===== config.mk =====
export PLATFORM = sky130hd
export DESIGN_NAME = spe_entry
export DESIGN_NICKNAME = d
export VERILOG_FILES = /design/src/hw/spe_pkg.sv /design/src/hw/spe_entry.sv /design/src/hw/spe_sync.sv
export VERILOG_INCLUDE_DIRS = /design/src /design/src/hw
export SDC_FILE = /design/constraint.sdc
export NUM_CORES = 1
export LEC_CHECK = 0
export BUFFER_PORTS_ARGS = -buffer_cell sky130_fd_sc_hd__buf_2
export CAP_MARGIN = 20
export CORE_UTILIZATION = 63
export DETAILED_ROUTE_END_ITERATION = 16
export GPL_ROUTABILITY_DRIVEN = 0
export PLACE_DENSITY_LB_ADDON = 0.2
export SLEW_MARGIN = 20
export SYNTH_ARGS = -nofsm -noshare
export SYNTH_HDL_FRONTEND = slang
export SYNTH_SLANG_ARGS = --single-unit

===== constraint.sdc =====
create_clock -name core_clk -period 5.5 [get_ports core_clk]
set_clock_uncertainty 0.05 [all_clocks]
set_input_delay 0.275 -clock core_clk [delete_from_list [all_inputs] [get_ports core_clk]]
set_output_delay 0.275 -clock core_clk [all_outputs]
set_load 0.02 [all_outputs]

===== src/hw/spe_defines.svh =====
// constants for the serial programming entry block
// assumes inclusion by bare name from hw/
`ifndef SPE_DEFINES_SVH
`define SPE_DEFINES_SVH
`define SPE_KEY_BITS        32
`define SPE_KEY_VALUE       32'h5a3c_96e1
`define SPE_SYNC_STAGES     3
`define SPE_CMD_BITS        6
`define SPE_DATA_BITS       16
`define SPE_CMD_LOAD_CFG    6'h00
`define SPE_CMD_LOAD_PROG   6'h02
`define SPE_CMD_READ_PROG   6'h04
`define SPE_CMD_INC_ADDR    6'h06
`define SPE_CMD_BEGIN_PROG  6'h08
`define SPE_CMD_CLR_LVE     6'h0a
`endif


===== src/hw/spe_pkg.sv =====
// types for the serial programming entry block
// assumes spe_defines.svh on the include path
package spe_pkg;
    typedef enum logic [1:0] {
        SPE_IDLE = 2'b00,
        SPE_KEY  = 2'b01,
        SPE_LV   = 2'b11,
        SPE_HV   = 2'b10
    } spe_mode_t;
endpackage


===== src/hw/spe_entry.sv =====
// serial programming entry and shift engine
// assumes programmer pins arrive asynchronously; memory interface is on core_clk
// Operation
// data pin is two-way; clock pin is input only, driven by programmer.
// in programming mode, program memory, ids and config words are written serially.
// high-voltage entry needs clock and data low before voltage reaches entry level.
// low-voltage entry allowed only while entry enable config bit is one.
// with entry enable zero, key attempts are ignored; only high-voltage entry works.
// low-voltage key: master clear low, then 32 bits sampled per clock pulse.
// low-voltage mode lasts only while master clear stays low.
// entry enable may be cleared to zero only in a high-voltage session.
// key must match internal key fully; otherwise remain in normal operation.
`include "spe_defines.svh"
module spe_entry #(
    parameter int KEY_BITS  = `SPE_KEY_BITS,
    parameter int DATA_BITS = `SPE_DATA_BITS
) (
    input  wire logic                 core_clk,
    input  wire logic                 reset,
    input  wire logic                 prog_serial_clock,
    input  wire logic                 prog_serial_data_in,
    output logic                      prog_serial_data_out,
    output logic                      prog_serial_data_oe_n,
    input  wire logic                 master_clear_n,
    input  wire logic                 high_entry_voltage_level,
    input  wire logic                 low_voltage_entry_enable,
    output logic                      clear_entry_enable,
    output logic                      prog_mode,
    output logic                      high_voltage_session,
    output logic                      mem_write,
    output logic                      mem_config_sel,
    output logic [DATA_BITS-1:0]      mem_wdata,
    output logic [DATA_BITS-1:0]      mem_addr,
    input  wire logic [DATA_BITS-1:0] mem_rdata
);
    import spe_pkg::*;

    localparam int CW = `SPE_CMD_BITS;
    localparam int FRAME = DATA_BITS + 2;

    logic sClk;
    logic sDat;
    logic sMclrN;
    logic sHv;

    spe_sync u_sync_clk (.core_clk(core_clk), .reset(reset), .asyncIn(prog_serial_clock), .level(sClk));
    spe_sync u_sync_dat (.core_clk(core_clk), .reset(reset), .asyncIn(prog_serial_data_in), .level(sDat));
    spe_sync u_sync_mcl (.core_clk(core_clk), .reset(reset), .asyncIn(master_clear_n), .level(sMclrN));
    spe_sync u_sync_hv  (.core_clk(core_clk), .reset(reset), .asyncIn(high_entry_voltage_level), .level(sHv));

    spe_mode_t            mode;
    spe_mode_t            next_mode;
    logic                 clkPrev;
    logic                 hvPrev;
    logic [KEY_BITS-1:0]  keyShift;
    logic [KEY_BITS-1:0]  next_keyShift;
    logic [5:0]           keyCount;
    logic [5:0]           next_keyCount;
    logic                 inData;
    logic                 next_inData;
    logic [CW-1:0]        cmd;
    logic [CW-1:0]        next_cmd;
    logic [FRAME-1:0]     shiftReg;
    logic [FRAME-1:0]     next_shiftReg;
    logic [5:0]           bitCount;
    logic [5:0]           next_bitCount;
    logic                 reading;
    logic                 next_reading;
    logic [DATA_BITS-1:0] next_memAddr;
    logic [DATA_BITS-1:0] next_memWdata;
    logic                 next_memWrite;
    logic                 next_cfgSel;
    logic                 next_clearEn;
    logic                 next_dOut;
    logic                 next_oeN;
    logic                 rise;
    logic                 fall;
    logic                 inProg;

    assign rise   = sClk & ~clkPrev;
    assign fall   = ~sClk & clkPrev;
    assign inProg = (mode == SPE_LV) || (mode == SPE_HV);

    // entry, key and session control
    always_comb begin
        next_mode     = mode;
        next_keyShift = keyShift;
        next_keyCount = keyCount;
        case (mode)
            SPE_IDLE: begin
                next_keyCount = 6'h00;
                if (sHv && !hvPrev && !sClk && !sDat) begin
                    next_mode = SPE_HV;
                end else if (!sMclrN && low_voltage_entry_enable) begin
                    next_mode = SPE_KEY;
                end
            end
            SPE_KEY: begin
                if (sMclrN || !low_voltage_entry_enable) begin
                    next_mode = SPE_IDLE;
                end else if (sHv) begin
                    next_mode = SPE_IDLE;
                end else if (fall) begin
                    next_keyShift = {keyShift[KEY_BITS-2:0], sDat};
                    next_keyCount = keyCount + 6'h01;
                end else if (keyCount == 6'(KEY_BITS)) begin
                    next_keyCount = 6'h00;
                    if (keyShift == `SPE_KEY_VALUE) begin
                        next_mode = SPE_LV;
                    end
                end
            end
            SPE_LV: begin
                if (sMclrN) begin
                    next_mode = SPE_IDLE;
                end
            end
            SPE_HV: begin
                if (!sHv) begin
                    next_mode = SPE_IDLE;
                end
            end
            default: next_mode = SPE_IDLE;
        endcase
    end

    // command and data shifting, lsb first; reads drive data out
    always_comb begin
        next_inData   = inData;
        next_cmd      = cmd;
        next_shiftReg = shiftReg;
        next_bitCount = bitCount;
        next_reading  = reading;
        next_memAddr  = mem_addr;
        next_memWdata = mem_wdata;
        next_memWrite = 1'b0;
        next_cfgSel   = mem_config_sel;
        next_clearEn  = 1'b0;
        next_dOut     = prog_serial_data_out;
        next_oeN      = prog_serial_data_oe_n;
        if (!inProg) begin
            next_inData   = 1'b0;
            next_bitCount = 6'h00;
            next_reading  = 1'b0;
            next_oeN      = 1'b1;
            next_dOut     = 1'b0;
            next_cfgSel   = 1'b0;
            next_memAddr  = '0;
        end else if (fall) begin
            next_bitCount = bitCount + 6'h01;
            if (!inData) begin
                next_cmd = {sDat, cmd[CW-1:1]};
                if (bitCount == 6'(CW - 1)) begin
                    next_bitCount = 6'h00;
                    case ({sDat, cmd[CW-1:1]})
                        `SPE_CMD_LOAD_CFG: begin
                            next_inData = 1'b1;
                            next_cfgSel = 1'b1;
                            next_memAddr = '0;
                        end
                        `SPE_CMD_LOAD_PROG: next_inData = 1'b1;
                        `SPE_CMD_READ_PROG: begin
                            next_inData   = 1'b1;
                            next_reading  = 1'b1;
                            next_shiftReg = {1'b0, mem_rdata, 1'b0};
                        end
                        `SPE_CMD_INC_ADDR: next_memAddr = mem_addr + 1'b1;
                        `SPE_CMD_BEGIN_PROG: next_memWrite = 1'b1;
                        `SPE_CMD_CLR_LVE: next_clearEn = (mode == SPE_HV);
                        default: next_inData = 1'b0;
                    endcase
                end
            end else begin
                // read frames shift only on rising edges, else bits are skipped
                if (!reading) begin
                    next_shiftReg = {sDat, shiftReg[FRAME-1:1]};
                end
                if (bitCount == 6'(FRAME - 1)) begin
                    next_bitCount = 6'h00;
                    next_inData   = 1'b0;
                    next_reading  = 1'b0;
                    next_oeN      = 1'b1;
                    if (!reading) begin
                        next_memWdata = next_shiftReg[DATA_BITS:1];
                    end
                end
            end
        end else if (rise && inData && reading) begin
            next_oeN  = 1'b0;
            next_dOut = shiftReg[0];
            next_shiftReg = {1'b0, shiftReg[FRAME-1:1]};
        end
    end

    always_ff @(posedge core_clk) begin
        if (reset) begin
            mode                  <= SPE_IDLE;
            clkPrev               <= 1'b0;
            hvPrev                <= 1'b0;
            keyShift              <= '0;
            keyCount              <= 6'h00;
            inData                <= 1'b0;
            cmd                   <= '0;
            shiftReg              <= '0;
            bitCount              <= 6'h00;
            reading               <= 1'b0;
            mem_addr              <= '0;
            mem_wdata             <= '0;
            mem_write             <= 1'b0;
            mem_config_sel        <= 1'b0;
            clear_entry_enable    <= 1'b0;
            prog_serial_data_out  <= 1'b0;
            prog_serial_data_oe_n <= 1'b1;
        end else begin
            mode                  <= next_mode;
            clkPrev               <= sClk;
            hvPrev                <= sHv;
            keyShift              <= next_keyShift;
            keyCount              <= next_keyCount;
            inData                <= next_inData;
            cmd                   <= next_cmd;
            shiftReg              <= next_shiftReg;
            bitCount              <= next_bitCount;
            reading               <= next_reading;
            mem_addr              <= next_memAddr;
            mem_wdata             <= next_memWdata;
            mem_write             <= next_memWrite;
            mem_config_sel        <= next_cfgSel;
            clear_entry_enable    <= next_clearEn;
            prog_serial_data_out  <= next_dOut;
            prog_serial_data_oe_n <= next_oeN;
        end
    end

    assign prog_mode            = inProg;
    assign high_voltage_session = (mode == SPE_HV);
endmodule // spe_entry


===== src/hw/spe_sync.sv =====
// three-stage synchroniser with agreement filter on the last two stages
// assumes an asynchronous input and the core clock
module spe_sync (
    input  wire logic core_clk,
    input  wire logic reset,
    input  wire logic asyncIn,
    output logic      level
);
    logic [2:0] stage;
    logic [2:0] next_stage;
    logic       next_level;

    always_comb begin
        next_stage = {stage[1:0], asyncIn};
        next_level = (stage[2] == stage[1]) ? stage[1] : level;
    end

    always_ff @(posedge core_clk) begin
        if (reset) begin
            stage <= 3'h0;
            level <= 1'b0;
        end else begin
            stage <= next_stage;
            level <= next_level;
        end
    end
endmodule // spe_sync


==> results.yml <==
status:
  status: "finished clean"
setup_path:
  slowest_delay_ns: 0.68
  critPathKind: "reg2reg"
  path_delay_family: "simple AND/OR/NAND/NOR gates"
  ff2ff_setup_slack_ns: 2.74
  slowest_stage: "or4b_4"
  worstPathArrival_ns: 3.16
  rr_startpoint: "inData$_SDFFE_PP0N_"
  crit_path_end_kind: "flop"
  cp-start-kind: "flop"
  r2r_end: "mem_addr[12]$_SDFFE_PP0P_"
  crit_fanout: 21
  crit_chain: "buf_4 -> nor3b_4 -> nand4_4 -> or4b_4 -> or4_1 -> a21oi_1"
  crit_buf_inv: 1
  worstPathRequired_ns: 5.90
  rr_worst_depth: 6
cells_and_area:
  nFillCells: 584
  area_growth_pct: 17.5
  n_antenna_cell: 0
  layout-drive-gt1-share: 0.155
  nets: 718
  regArea_mm2: 0.00252
  multi_input_area_mm2: 0.00284
clock_tree:
  cts_buffers: 17
  clk_latency_ns: 0.52
  clk_path_buf_depth: 2
  cts.sinks: 126
  hold_buffers: 4
  clkSlewWorstSetupHoldPaths_ns: 0.06
  cts_tree: "built"
  cts_resized: 0
  cts-root-buf: "clkbuf_8"
  ctsHtreeMaxLevel: 4
  postCtsSetupBuffers: 0
placement:
  dp_hpwl_um: 7620
  portBuffers: 61
global_route:
  grt_first_pass_wirelength_um: 20100
  grt_overflow: 0
  grt_use_total: 0.282
  grt_max_degree: 97
  antenna_found_initial: 0
  grt_pass1_vias: 4473
detailed_routing:
  drt_iter0_markers: 277
  post_drt_wl_per_cell_um: 15.2
  via_count: 4832
  first_pass_iters: 5
  drtAntennaViolNets: 0
  drc: 0
  avgViaCountPerCell: 5.98
  routed_wl_um: 12300
floorplan:
  die_y_um: 96.1
  dieWidth_um: 96.1
  core_mm2: 0.00838
  rows: 33
  die-area_mm2: 0.00923
  io_pins: 62
  start_util: 0.665
logic_synthesis:
  ys_top_cells_by_count: "dfxtp_1, nand2_1, nor2_1, a21oi_1, mux2i_1"
  ys_warn_count: 0
  synth_area_leaders: "dfxtp_1, mux2i_1, nand2_1"
  synthFlopType: "dfxtp_1"
  netlist_area_mm2: 0.00558
  syn_inst: 643
  synthArstFlopShare: 0
  synth_nets: 671
  ys_ff_latch: 126
  synth_edf_count: 0
  synth_cell_types: 52
  synth_top_area_cell: "dfxtp_1"
  syn_avg_cell_area_um2: 8.67
  synth_top_area_frac: 0.452
  yosysMostFrequentCell: "dfxtp_1"
  synth-seq-area-share: 0.452
power_and_ir_drop:
  powerDensity_mw_per_mm2: 325
  peakVddDrop_v: 0.000231
  total_leakage_power_nw: 2.23
run:
  maxCapViolCount: 0
sta:
  finalSetupViolCount: 0
  min_period_ns: 2.76
  tightest_slew_ns: 1.00
  fin_tns_setup_ns: 0
  finalHoldViolCount: 0
  final.period_utilization: 0.502
  grt_setup_unrepaired: "false"
  slew_viol_final: 0
  relSlewSlack: 0.333
  fmax_mhz: 362
  whs_ns: 0.183
hold_path:
  min_from: "mem_rdata[8]"
  holdPathEnd: "shiftReg[9]$_SDFFE_PP0P_"
  whs_path_depth: 5
  min_path_type: "in2reg"
-- metal layers --
metal	global-route usage	part of all wire	vias to the layer above
met3	0.0624	0.048	30
li1	-	-	2368
met2	0.485	0.50	141
met5	0	0	-
met4	0.134	0.022	0
met1	0.333	0.43	2293
-- registers in the layout (all words and copies together) (netlist names), 3 cells and up --
| register | cells |
|---|---|
| keyShift | 32 |
| u_sync_dat.stage | 3 |
| cmd | 5 |
| u_sync_mcl.stage | 3 |
| u_sync_clk.stage | 3 |
| mem_wdata | 16 |
| keyCount | 6 |
| shiftReg | 18 |
| u_sync_hv.stage | 3 |
| mem_addr | 16 |
| bitCount | 6 |
-- power by group --
part | internal [mW] | switching, mW
Combinational | 0.0249 | 0.0455
Clock | 0.696 | 0.432
Sequential | 0.920 | 0.00862
-- worst min-delay path: stages --
cell and delay (ns):
buf_2 0.08, o21ai_0 0.06, a2bb2oi_1 0.15, mux2i_1 0.09
nor2_1 0.07
-- area by class of cell --
type                    count  area share
clock buffers              17      0.0632
inverters                  10     0.00573
clock inverters            15      0.0283
flip-flops and latches    126       0.385
repair buffers             72      0.0638
multi-input cells         463       0.434
well taps                 105      0.0201
-- cells by family (layout without fill, tap and decap cells) --
| kind of cell | count (synthesis) | after routing | synth area share |
|---|---|---|---|
| adders and majority gates | 5 | 5 | 0.0112 |
| buffers and inverters | 54 | 114 | 0.0386 |
| xor gates and xnor gates | 13 | 13 | 0.0204 |
| AOI/OAI and AO/OA | 143 | 143 | 0.159 |
| DFF | 126 | 126 | 0.452 |
| muxes | 41 | 41 | 0.0736 |
| and+or+nand+nor | 261 | 261 | 0.245 |
-- worst max-delay path by stage --
stage | startpoint | end | cells after the start
after detailed placement | u_sync_clk.level$_SDFFE_PP0N_ | mem_wdata[3]$_SDFFE_PP0P_ | 5
after global routing | u_sync_clk.level$_SDFFE_PP0N_ | mem_wdata[3]$_SDFFE_PP0P_ | 6
after global placement | u_sync_clk.level$_SDFFE_PP0N_ | mem_wdata[7]$_SDFFE_PP0P_ | 5
after floorplan | bitCount[0]$_SDFFE_PP0N_ | mem_addr[14]$_SDFFE_PP0P_ | 7
after CTS | u_sync_clk.level$_SDFFE_PP0N_ | mem_wdata[3]$_SDFFE_PP0P_ | 5
final | inData$_SDFFE_PP0N_ | mem_addr[12]$_SDFFE_PP0P_ | 6
-- cell usage in the layout (no fill, tap or decap), drive strengths merged, types with 20 or more instances in the layout --
cell    synthesis  final
o21ai          31     31
nor2b          21     21
a21oi          55     55
mux2i          41     41
nor2           63     63
nand2          82     82
buf             7     68
dfxtp         126    126
a211oi         20     20
-- through the flow --
step                      area, um2  power, mW  cells  worst slack, ns   util
after floorplan                5580      0.991    643             3.19      -
after global placement         5880       1.01    771             2.71  0.702
after detailed placement       5880       1.01    771             2.52  0.702
after CTS                      6520       2.13    807             2.45  0.778
after global routing           6550       2.18    808             2.56  0.781
final                          6550       2.13    808             2.74  0.781
Power figures use the tool's default switching activity.
